<file path="src/io_seq_pkg.sv">
`default_nettype none
package io_seq_pkg;

  // clock and timing
  localparam int CLK_PERIOD_PS  = 4000;
  localparam int STROBE_TIME_PS = 247500;
  // longest time, so the division rounds down
  localparam int STROBE_CYCLES  = STROBE_TIME_PS / CLK_PERIOD_PS;
  localparam int STROBE_CNT_W   = 7;
  localparam logic [STROBE_CNT_W-1:0] STROBE_LOAD =
    STROBE_CNT_W'(STROBE_CYCLES);
  localparam logic [STROBE_CNT_W-1:0] STROBE_LAST = 7'h01;

  // one microinstruction lasts this many clocks
  localparam int MICRO_DIV = 4;
  localparam logic [1:0] MICRO_LAST = 2'(MICRO_DIV - 1);

  // control buffer field positions
  localparam int CB_SRC_LO = 0;
  localparam int CB_DONE   = 3;
  localparam int CB_OP_LO  = 4;
  localparam int CB_BUS_EN = 6;
  localparam int CB_BUSY   = 7;
  localparam int CB_FRY    = 8;
  localparam int CB_DRY    = 9;

  // register input source select
  localparam logic [1:0] SRC_ALU  = 2'h0;
  localparam logic [1:0] SRC_MEM  = 2'h1;
  localparam logic [1:0] SRC_SWAP = 2'h2;
  localparam logic [1:0] SRC_BUS  = 2'h3;

  // register operation select
  localparam logic [1:0] OP_NONE = 2'h0;
  localparam logic [1:0] OP_SHR  = 2'h1;
  localparam logic [1:0] OP_SHL  = 2'h2;
  localparam logic [1:0] OP_LOAD = 2'h3;

  // sequence addresses and control store words
  localparam logic [7:0]  SEQ_INPUT_START = 8'h0C;
  localparam logic [7:0]  SEQ_NOP_A       = 8'h0D;
  localparam logic [7:0]  SEQ_NOP_B       = 8'h0E;
  localparam logic [7:0]  SEQ_FRY_A       = 8'h0F;
  localparam logic [7:0]  SEQ_FRY_B       = 8'h10;
  localparam logic [7:0]  SEQ_SEL_BUS     = 8'h11;
  localparam logic [7:0]  SEQ_DRY         = 8'h12;
  localparam logic [7:0]  SEQ_LATCH       = 8'h13;
  localparam logic [7:0]  SEQ_END         = 8'h14;
  localparam logic [7:0]  SEQ_PARK        = 8'h15;
  localparam logic [15:0] CB_IDLE_CODE    = 16'h0000;
  localparam logic [15:0] CB_BUSY_CODE    = 16'h0088;
  localparam logic [15:0] W_LOAD_ALU      = 16'h00F8;
  localparam logic [15:0] W_DRIVE         = 16'h00C8;
  localparam logic [15:0] W_DRIVE_FRY     = 16'h01C8;
  localparam logic [15:0] W_SEL_BUS       = 16'h008B;
  localparam logic [15:0] W_SEL_DRY       = 16'h028B;
  localparam logic [15:0] W_LATCH_DONE    = 16'h02B3;

  // central control constants
  localparam logic [15:0] INPUT_MASK    = 16'h2000;
  localparam logic [15:0] IR_FIELD_MASK = 16'h01FF;
  localparam logic [15:0] PC_STEP       = 16'h0001;

  // APB register map
  localparam logic [7:0] REG_CMD    = 8'h00;
  localparam logic [7:0] REG_INSTR  = 8'h04;
  localparam logic [7:0] REG_STATUS = 8'h08;
  localparam logic [7:0] REG_ACC    = 8'h0C;
  localparam logic [7:0] REG_IOREG  = 8'h10;
  localparam logic [7:0] REG_PC     = 8'h14;
  localparam logic [7:0] REG_EREG   = 8'h18;
  localparam int CMD_START_BIT = 0;

  typedef enum logic [2:0]
  {
    CPU_IDLE,
    CPU_MASK_LOAD,
    CPU_REQUEST,
    CPU_FORM,
    CPU_WAIT_DONE,
    CPU_MOVE,
    CPU_DECODE
  } cpu_state_type;

endpackage : io_seq_pkg
`default_nettype wire

</file>
<file path="src/io_strobe_timer.sv">
`timescale 1ns/1ps
`default_nettype none
module io_strobe_timer
  import io_seq_pkg::*;
(
  // clock and reset
  input  wire logic clk,
  input  wire logic rst_n,
  // control
  input  wire logic start,
  // strobe and its end mark
  output logic      strobe,
  output logic      strobe_end_timing
);

  typedef struct packed
  {
    logic                    active;
    logic                    ended;
    logic [STROBE_CNT_W-1:0] count;
  } timer_state_type;

  timer_state_type q;
  timer_state_type d;

  always_comb
  begin
    d = q;
    d.ended = 1'b0;
    if (start)
    begin
      // a new start restarts the full width
      d.active = 1'b1;
      d.count  = STROBE_LOAD;
    end
    else if (q.active)
    begin
      if (q.count == STROBE_LAST)
      begin
        d.active = 1'b0;
        d.ended  = 1'b1;
      end
      d.count = q.count - STROBE_LAST;
    end
  end

  always_ff @(posedge clk)
  begin
    if (!rst_n)
      q <= '0;
    else
      q <= d;
  end

  assign strobe            = q.active;
  assign strobe_end_timing = q.ended;

endmodule : io_strobe_timer
`default_nettype wire

</file>
<file path="src/io_control_store.sv">
`timescale 1ns/1ps
`default_nettype none
module io_control_store
  import io_seq_pkg::*;
(
  // address and word
  input  wire logic [7:0]  addr,
  output logic      [15:0] word
);

  function automatic logic [15:0] store_word(input logic [7:0] a);
    case (a)
      8'h00:           store_word = CB_BUSY_CODE;
      SEQ_INPUT_START: store_word = W_LOAD_ALU;
      SEQ_NOP_A:       store_word = W_DRIVE;
      SEQ_NOP_B:       store_word = W_DRIVE;
      SEQ_FRY_A:       store_word = W_DRIVE_FRY;
      SEQ_FRY_B:       store_word = W_DRIVE_FRY;
      SEQ_SEL_BUS:     store_word = W_SEL_BUS;
      SEQ_DRY:         store_word = W_SEL_DRY;
      SEQ_LATCH:       store_word = W_LATCH_DONE;
      SEQ_END:         store_word = CB_IDLE_CODE;
      SEQ_PARK:        store_word = CB_BUSY_CODE;
      // unused locations end any stray sequence
      default:         store_word = CB_IDLE_CODE;
    endcase
  endfunction : store_word

  assign word = store_word(addr);

endmodule : io_control_store
`default_nettype wire

</file>
<file path="src/io_input_sequencer.sv">
`timescale 1ns/1ps
`default_nettype none
module io_input_sequencer
  import io_seq_pkg::*;
(
  // clock and reset
  input  wire logic        clk,
  input  wire logic        rst_n,
  // APB slave
  input  wire logic        psel,
  input  wire logic        penable,
  input  wire logic        pwrite,
  input  wire logic [7:0]  paddr,
  input  wire logic [31:0] pwdata,
  output logic      [31:0] prdata,
  output logic             pready,
  output logic             pslverr,
  // parallel I/O bus
  input  wire logic [15:0] io_bus_in,
  output logic      [15:0] io_bus_out,
  output logic             io_bus_oe,
  output logic             function_ready_strobe,
  output logic             data_ready_strobe
);
  import io_seq_pkg::*;

  typedef struct packed
  {
    cpu_state_type cpu;
    logic          start_req;
    logic [15:0]   ir;
    logic [15:0]   operand;
    logic [15:0]   e_reg;
    logic [15:0]   alu;
    logic [15:0]   acc;
    logic [15:0]   pc;
    logic [15:0]   ioreg;
    logic [15:0]   cbuf;
    logic [7:0]    seq_addr;
    logic [1:0]    div;
    logic          micro_en;
    logic [31:0]   prdata;
    logic          pready;
    logic          pslverr;
    logic          bus_oe;
  } seq_state_type;

  // all state but the two strobe timers' in one bank; every output leaves a flop
  seq_state_type q;
  seq_state_type d;

  logic [15:0] rom_word;
  logic        fry_start;
  logic        dry_start;
  logic        fry_strobe;
  logic        dry_strobe;

  function automatic logic [15:0] byte_swap(input logic [15:0] w);
    byte_swap = {w[7:0], w[15:8]};
  endfunction : byte_swap

  // misaligned or unknown offsets answer with an error
  function automatic logic reg_mapped(input logic [7:0] a);
    case (a)
      REG_CMD, REG_INSTR, REG_STATUS, REG_ACC,
      REG_IOREG, REG_PC, REG_EREG: reg_mapped = 1'b1;
      default:                     reg_mapped = 1'b0;
    endcase
  endfunction : reg_mapped

  // store reads without a clock from the registered address
  io_control_store u_store
  (
    .addr (q.seq_addr),
    .word (rom_word)
  );

  // strobes begin on the microinstruction edge that ends their step
  assign fry_start = q.micro_en & q.cbuf[CB_BUSY] & q.cbuf[CB_FRY];
  assign dry_start = q.micro_en & q.cbuf[CB_BUSY] & q.cbuf[CB_DRY];

  // end marks go unused: each timer stops its own strobe
  io_strobe_timer u_fry_timer
  (
    .clk               (clk),
    .rst_n             (rst_n),
    .start             (fry_start),
    .strobe            (fry_strobe),
    .strobe_end_timing ()
  );

  io_strobe_timer u_dry_timer
  (
    .clk               (clk),
    .rst_n             (rst_n),
    .start             (dry_start),
    .strobe            (dry_strobe),
    .strobe_end_timing ()
  );

  always_comb
  begin
    logic        setup;
    logic        access;
    logic        seq_busy;
    logic        accept;
    logic [15:0] reg_src;
    setup    = 1'b0;
    access   = 1'b0;
    seq_busy = 1'b0;
    accept   = 1'b0;
    reg_src  = 16'h0000;
    d = q;

    // microinstruction rate enable
    d.micro_en = (q.div == MICRO_LAST);
    if (q.div == MICRO_LAST)
      d.div = 2'h0;
    else
      d.div = q.div + 2'h1;

    // APB: one wait-free access phase per transfer
    setup  = psel & ~penable;
    access = psel & penable & q.pready;
    d.pready = setup;
    // read data is taken at setup and stands in the access cycle
    if (setup)
    begin
      d.pslverr = ~reg_mapped(paddr);
      case (paddr)
        REG_INSTR:  d.prdata = {16'h0000, q.ir};
        // control bits low, sequence address and cpu state above
        REG_STATUS: d.prdata = {8'h00, 5'h00, q.cpu, q.seq_addr,
                                3'h0, dry_strobe, fry_strobe,
                                (q.cpu != CPU_IDLE),
                                q.cbuf[CB_DONE], q.cbuf[CB_BUSY]};
        REG_ACC:    d.prdata = {16'h0000, q.acc};
        REG_IOREG:  d.prdata = {16'h0000, q.ioreg};
        REG_PC:     d.prdata = {16'h0000, q.pc};
        REG_EREG:   d.prdata = {16'h0000, q.e_reg};
        default:    d.prdata = 32'h0000_0000;
      endcase
    end
    // writes land only at the edge that completes the access
    if (access && pwrite)
    begin
      case (paddr)
        REG_CMD:
        begin
          // a start while an instruction runs is ignored
          if (pwdata[CMD_START_BIT] && q.cpu == CPU_IDLE)
            d.start_req = 1'b1;
        end
        REG_INSTR: d.ir = pwdata[15:0];
        REG_PC:    d.pc = pwdata[15:0];
        default:   d.ir = d.ir;
      endcase
    end

    // the buffer's busy bit gates the counter and the register
    seq_busy = q.cbuf[CB_BUSY];

    if (q.micro_en)
    begin
      // central control
      case (q.cpu)
        CPU_IDLE:
        begin
          if (q.start_req)
          begin
            d.start_req = 1'b0;
            d.cpu       = CPU_MASK_LOAD;
          end
        end
        CPU_MASK_LOAD:
        begin
          d.operand = INPUT_MASK;
          d.cpu     = CPU_REQUEST;
        end
        CPU_REQUEST:
        begin
          if (!seq_busy)
          begin
            accept  = 1'b1;
            d.e_reg = q.operand;
            d.cpu   = CPU_FORM;
          end
          // otherwise the request step repeats
        end
        CPU_FORM:
        begin
          d.alu = q.e_reg | (q.ir & IR_FIELD_MASK);
          d.cpu = CPU_WAIT_DONE;
        end
        // done bit drops at the latch step, while the sequence still runs
        CPU_WAIT_DONE:
        begin
          if (!(seq_busy && q.cbuf[CB_DONE]))
            d.cpu = CPU_MOVE;
        end
        CPU_MOVE:
        begin
          // overlaps the sequencer's idle step
          d.acc = q.ioreg;
          d.pc  = q.pc + PC_STEP;
          d.cpu = CPU_DECODE;
        end
        CPU_DECODE:
        begin
          d.cpu = CPU_IDLE;
        end
        default:
        begin
          d.cpu = CPU_IDLE;
        end
      endcase

      // sequencer address counter and control buffer
      if (accept)
      begin
        // buffer takes the word at the parked address
        d.seq_addr = SEQ_INPUT_START;
        d.cbuf     = rom_word;
      end
      else if (seq_busy)
      begin
        // steps run 0C..14 in order
        d.cbuf     = rom_word;
        d.seq_addr = q.seq_addr + 8'h01;
      end

      // I/O register input source
      case (q.cbuf[CB_SRC_LO +: 2])
        SRC_ALU:  reg_src = q.alu;
        SRC_MEM:  reg_src = 16'h0000;
        // the input sequence never picks the swapped bus
        SRC_SWAP: reg_src = byte_swap(io_bus_in);
        SRC_BUS:  reg_src = io_bus_in;
        default:  reg_src = 16'h0000;
      endcase

      if (!seq_busy)
      begin
        // idle: follows the ALU without a command
        d.ioreg = q.alu;
      end
      else
      begin
        case (q.cbuf[CB_OP_LO +: 2])
          OP_LOAD: d.ioreg = reg_src;
          OP_SHR:  d.ioreg = {8'h00, q.ioreg[15:8]};
          OP_SHL:  d.ioreg = {q.ioreg[7:0], 8'h00};
          OP_NONE: d.ioreg = q.ioreg;
          default: d.ioreg = q.ioreg;
        endcase
      end
    end

    // a flop of its own, so the enable never leaves a gate
    d.bus_oe = d.cbuf[CB_BUS_EN] & d.cbuf[CB_BUSY];
  end

  always_ff @(posedge clk)
  begin
    if (!rst_n)
      q <= '0;
    else
      q <= d;
  end

  // all outputs are state flops
  assign prdata                = q.prdata;
  assign pready                = q.pready;
  assign pslverr               = q.pslverr;
  assign io_bus_out            = q.ioreg;
  assign io_bus_oe             = q.bus_oe;
  // a restart at step 10 stretches the strobe, never chops it
  assign function_ready_strobe = fry_strobe;
  assign data_ready_strobe     = dry_strobe;

endmodule : io_input_sequencer
`default_nettype wire

</file>
<file path="config.mk">
export PLATFORM = sky130hd
export DESIGN_NAME = io_input_sequencer
export DESIGN_NICKNAME = d
export VERILOG_FILES = /design/src/io_seq_pkg.sv /design/src/io_strobe_timer.sv /design/src/io_control_store.sv /design/src/io_input_sequencer.sv
export SDC_FILE = /design/constraint.sdc
export NUM_CORES = 1
export LEC_CHECK = 0
export ABC_AREA = 1
export BUFFER_PORTS_ARGS = -buffer_cell sky130_fd_sc_hd__buf_2
export CORE_MARGIN = 4
export CORE_UTILIZATION = 27
export CTS_CLUSTER_DIAMETER = 50
export DETAILED_ROUTE_END_ITERATION = 12
export PLACE_DENSITY_LB_ADDON = 0.3
export SYNTH_ARGS = -nofsm -noshare
export SYNTH_HDL_FRONTEND = slang
export SYNTH_SLANG_ARGS = --single-unit
</file>
<file path="constraint.sdc">
create_clock -name clk -period 4.4 [get_ports clk]
set_clock_uncertainty 0.2 [all_clocks]
set_input_delay 0.44 -clock clk [delete_from_list [all_inputs] [get_ports clk]]
set_output_delay 0.44 -clock clk [all_outputs]
set_load 0.02 [all_outputs]
</file>
; ---- Word-level counts from Yosys, hierarchy flattened
; Memories as Yosys holds them, arrays and structs flattened. A register that Yosys moved wholly into a read port is not among the register bits.
; Index checks and enable logic that the tools add are counted.
[totals]
in_bits = 61
romBits = 288
memories = 1
wordCells = 126
register_bits = 162
out_inout_bits = 53
[mem_list]
columns = name, depth, width, read_ports, rd_ports_with_merged_regs, write_ports, line
row1 = (no name shown), 32, 9, 1, 1, 0, io_control_store.sv:12  ; case (a)
[classes]
bitwise = 12
eq_ne = 24
mux = 36
reduce_logical = 24
add_sub_neg = 5
[op_table]
columns = operator, n
row1 = $pmux 19 s6, 1
row2 = $mux 16, 6
row3 = $pmux 16 s4, 1
row4 = $mux 56, 1
row5 = $mux 24, 2
row6 = $pmux 16 s3, 1
row7 = $eq 8x5->1 const B, 3
row8 = $mux 9, 2
row9 = $pmux 3 s6, 1
row10 = $mux 17, 1
row11 = $add 16x1->16 const B, 1
row12 = $eq 8x4->1 const B, 2
row13 = $eq 7x1->1 const B, 2
row14 = $or 14x9->14, 1
row15 = $sub 7x1->7 const B, 2
row16 = $mux 6, 2
row17 = $reduce_and 2->1, 6
row18 = $mux 1, 11
row19 = $eq 2x2->1 const B, 5
row20 = $mux 5, 2
row21 = $add 8x1->8 const B, 1
row22 = $eq 8x3->1 const B, 1
row23 = $logic_not 8->1, 1
row24 = $ne 2x2->1 const B, 4
row25 = 19 further kinds, 41

; ---- Depth between registers and ports, before layout
[depth]
depth_word = 8
depth_mapped = 12
ltp_nobuf = 12

; ---- Cells and area by module
; Synthesis repeated with hierarchy kept, for this count alone.
[hier_totals]
hier_cells = 1161
hier_area_um2 = 7913.8
[modules_own_cells]
columns = mod, area_per_inst_um2, seq_area_each_um2, cells_each, instances
row1 = io_input_sequencer, 6737.7, 2442.3, 982, 1
row2 = io_strobe_timer, 470.5, 180.2, 65, 2
row3 = io_control_store, 235.2, 0.0, 49, 1

; ---- Least setup slack after synthesis
; OpenSTA, ideal clock, no wires.
[synth_path]
kind = input to register
start = input paddr[5]
end = register q[85] (netlist bit)
setup_ps = 110
slack_ps = 2692
n_path_buf = 1
required_ps = 4090
stages = 9
arrival_ps = 1398
cell_sequence = nor2_1 nand2_1 nor2_4 nand3_4 buf_2 o21ai_0 nand2_1 nand2_1 inv_1
[synth_via]
elab_chain_len = 5
[synth_rtl]
columns = item, line
row1 = start: declaration, io_input_sequencer.sv:13  ; input wire logic [7:0] paddr,
row2 = $eq 8x5->1 *, io_input_sequencer.sv:147  ; case (paddr)
row3 = $mux 16 *, io_input_sequencer.sv:147
row4 = $mux 16 *, io_input_sequencer.sv:145  ; if (access && pwrite)
row5 = $mux 16, io_input_sequencer.sv:166  ; case (q.cpu)
row6 = $mux 56 *, io_input_sequencer.sv:163  ; if (q.micro_en)
row7 = end signal: assignment, io_input_sequencer.sv:266  ; q <= '0;
row8 = end signal: assignment, io_input_sequencer.sv:268  ; q <= d;
row9 = end: declaration, io_input_sequencer.sv:49  ; seq_state_type q;
; Mark *: on every way between the ends. The rest lies on a longest branch, timed or not.
; A chain may end at the register's enable or synchronous reset.

; ---- Worst setup path in the final report
[layout_path]
start = register q[35] (netlist bit)
end = register q[82] (netlist bit)
[layout_via]
elab_chain_len = 1
[layout_rtl]
columns = item, line
row1 = $mux 56, io_input_sequencer.sv:163
; Every way passes these cells.

==> results.md <==
- The run finished with clean final reports.
- The analysis attributes to net switching a power of 658 µW.
- The residual DRC count is 0.
- The total routing usage reported by global routing is 0.143.
- The worst-case headroom to the max-slew limit is 0.426.
- The number of clock buffers inserted by TritonCTS is 17.
- The number of antenna violations at the first check in global routing is 4.
- The library cell used most frequently in the layout, excluding fill and tap cells, is nand2_1.
- The total of cells resized after clock tree synthesis is 0.
- The largest buffer count on any clock path is 2.
- In this run the remaining antenna-violating nets after routing total 0.
- The final total negative setup slack is 0 ns.
- For this run, the slowest stage of the critical path takes 0.77 ns.
- The power per cell area is 357 nW/µm².
- The layout filler cell count is 2,859.
- The number of port buffers is 84.
- The starting density of the core is 0.276.
- The static power due to leakage is 0.00355 µW.
- The worst-case IR drop observed on VDD is 0.270 mV.
- The site row count is 59.
- The fraction of layout instances using a drive strength above 1 is 0.151.
- The detailed router finished its first iteration with 329 violations.
- The register area share after synthesis is 0.396.
- The total wire length after detailed routing is 20,700 µm.
- The insertion delay to the later sink of the worst-skew pair is 0.42 ns.
- The H-tree generated during clock tree synthesis spans 4 levels.
- The cell with the biggest individual delay on the critical path is inv_2.
- The die area is 29,400 µm².
- In this run the clock root is driven by a clkbuf_16.
- In this run the horizontal extent of the chip is 172 µm.
- Across the run, the number of max-cap violations was 0.
- From synthesis to final layout, the design area changed by 12.4%.
- Power comes to 2900 µW.
- Clock-pin slew was measured on the worst setup and hold paths at 0.06 ns.
- The arrival time at the worst endpoint is 2.74 ns.
- The number of setup buffers added after CTS is 0.
- In the routed layout, each cell is associated on average with a via count of 4.67.
- The maximum number of pins on one net before global-route repair is 58.
- The number of antenna diodes is 0.
- Routability-driven placement finished with a final weighted congestion of 0.798.
- The sum of net half-perimeters after detailed placement is 14,700 µm.
- The final hold slack is 0.0514 ns.
- The combinational fraction of design power is 0.045.
- The final cell utilization of the core is 0.310.
- Of the total power, the share spent switching nets is 0.227.
- The final cycle utilization of the critical path is 0.595.
- In this run the cell area measured after placement is 7530 µm².
- Based on the critical path, the design can be clocked at up to 382 MHz.
- The share of flip-flops with an asynchronous set or reset is 0.
- The number of different library cells used by synthesis comes to 44.
- 114 I/O pins were placed.
- In the synthesized netlist the dominant register cell turns out to be dfxtp_1.
- The count of synthesis-stage warnings from yosys is 0.
- In the final routed layout, each cell accounts on average for 14.9 µm.
- The detailed-routing iteration count for the pre-antenna-repair pass is 5.
- The highest net fanout along the worst path is 46.
- The share of power burned in registers is 0.452.
- Summing all non-filler instances in the final layout gives an area of 8110 µm².
- Leaving out fill and tap cells, the most frequent cells in the layout are 192 x nand2_1, 143 x dfxtp_1, 112 x o21ai_0.
- The number of pins exceeding their max-slew limit in the final report was 0.
- The area of the placeable core is 26,200 µm².
- The data required time at the worst endpoint is 4.52 ns.
- The internal portion of total power is 2240 µW.
- The via count of the first global-routing pass is 6,048.
- The tree built by TritonCTS fans out to 143 sinks.
- STA classifies the critical path startpoint as a register.
- The worst-margin pin slew is 0.861 ns.
- The first-pass GRT wire length is 32,900 µm.
- The final layout contains 1,105 nets.
- Setup repair after global routing left no endpoint under its margin.
- The cell count after synthesis came out at 1,014.
- Measured along the y axis, the die boundary spans 172 µm.
- The total overflow left after global routing is 0.
- The number of endpoints with negative hold slack in the final report is 0.
- The type of the worst setup path is reg2reg.
- The worst hold path belongs to the class in2reg.
- In this run, synthesis produced a sequential element count of 143.
- The synthesized area per cell is 7.12 µm².
- The power share of the clock group is 0.503.
- The clock tree from TritonCTS is done.
- The combined area of all synthesized cells is 7220 µm².
- The number of failing setup endpoints in the final timing report is 0.
- Counting flops with a built-in enable in the synthesized netlist gives 0.
- The number of hold-repair buffers added at the cts stage is 0.
- The routed layout has 6,456 vias.
- The endpoint kind of the worst setup timing path is a register.
- The critical path goes through nand3_2, inv_2, nand2_1, o21ai_0, o21bai_1, inv_1.
- The final period demand of the worst path is 2.62 ns.
-- per-stage QoR --
step                setup WS, ns  instances
global route                1.55       1383
global placement            1.83       1353
floorplan                   2.69       1026
detailed placement          1.80       1353
finish                      1.78       1383
CTS                         1.78       1383
-- critical path, delay by kind of cell (launching register included) --
kind,cells,cell delay [ns]
flops,1,0.59
compound gates,2,0.30
buf+inv,2,0.82
simple gates,2,0.59
-- power by group through the flow --
stage / combinational (µW) / clock, µW / sequential [µW]
after global routing: 143 / 1550 / 1310
final: 129 / 1460 / 1310
after detailed placement: 130 / 0 / 1340
after CTS: 131 / 1500 / 1310
after floorplan: 94.2 / 0 / 1340
after global placement: 131 / 0 / 1340
-- layer usage --
| layer | part of all wire | global-route usage | vias up |
|---|---|---|---|
| li1 | - | - | 3310 |
| met3 | 0.058 | 0.0356 | 31 |
| met5 | 0.0033 | 0 | - |
| met4 | 0.018 | 0.0489 | 8 |
| met2 | 0.43 | 0.212 | 146 |
| met1 | 0.49 | 0.202 | 2961 |
-- kinds of logic after synthesis --
logic type | Yosys count | synth area share
AOI/OAI and AO/OA | 245 | 0.178
adders and majority gates | 7 | 0.0121
DFF | 143 | 0.396
xor gates and xnor gates | 9 | 0.0109
other | 1 | 0.000519
and+or+nand+nor | 402 | 0.260
buffers and inverters | 207 | 0.142
-- Yosys cell counts, types with 2 or more instances --
library cell / instances / area share
o21ai_1: 14 / 0.0097
nand2_4: 3 / 0.0047
nand3_1: 78 / 0.054
o21ai_0: 112 / 0.078
buf_4: 55 / 0.057
inv_1: 101 / 0.053
o21bai_1: 4 / 0.0042
a21oi_1: 97 / 0.067
nor3_2: 2 / 0.0028
nand3_4: 3 / 0.0073
buf_6: 2 / 0.0031
or2_0: 2 / 0.0017
nor3b_1: 3 / 0.0031
dfxtp_1: 143 / 0.40
xnor2_1: 5 / 0.0061
nand2_1: 192 / 0.10
buf_1: 2 / 0.0010
ha_1: 7 / 0.012
buf_2: 17 / 0.012
a211oi_1: 8 / 0.0083
nor2_2: 4 / 0.0035
nor2_1: 70 / 0.036
nor2_4: 6 / 0.0094
or2_2: 2 / 0.0017
nand2_2: 5 / 0.0043
clkinv_2: 2 / 0.0014
clkbuf_1: 19 / 0.0099
nand4_1: 11 / 0.0095
inv_2: 8 / 0.0042
nand3_2: 5 / 0.0069
a31oi_1: 3 / 0.0026
nor3_1: 14 / 0.0097
xor2_1: 4 / 0.0049
-- flip-flops by register name, summed over array words and instances (netlist names), named ones only --
name                flops
q                      82
prdata                 19
io_bus_out             16
u_dry_timer.q           7
u_fry_timer.q           7
io_bus_oe               1
pready                  1
pslverr                 1
u_dry_timer.strobe      1
u_fry_timer.strobe      1
-- worst paths after layout --
path | start | to | slack, ns | depth (start not counted)
setup reg to reg | q[35]$_SDFF_PN0_ | q[82]$_SDFF_PN0_ | 1.78 | 6
hold reg to reg | q[36]$_SDFF_PP0_ | q[36]$_SDFF_PP0_ | 0.23 | 1
setup / recovery | q[35]$_SDFF_PN0_ | q[82]$_SDFF_PN0_ | 1.78 | 6
hold / removal | io_bus_in[1] | io_bus_out[1]$_SDFFE_PN0P_ | 0.05 | 3
-- cell type report --
type,instances,area (µm²),area share
Clock inverter,10,138,0.0170
Timing Repair Buffer,87,443,0.0546
Sequential cell,143,2860,0.353
Inverter,112,423,0.0521
Multi-Input combinational cell,676,3380,0.417
Clock buffer,20,447,0.0551
Tap cell,335,419,0.0517
No activity file was read; power rests on OpenSTA's default activity.
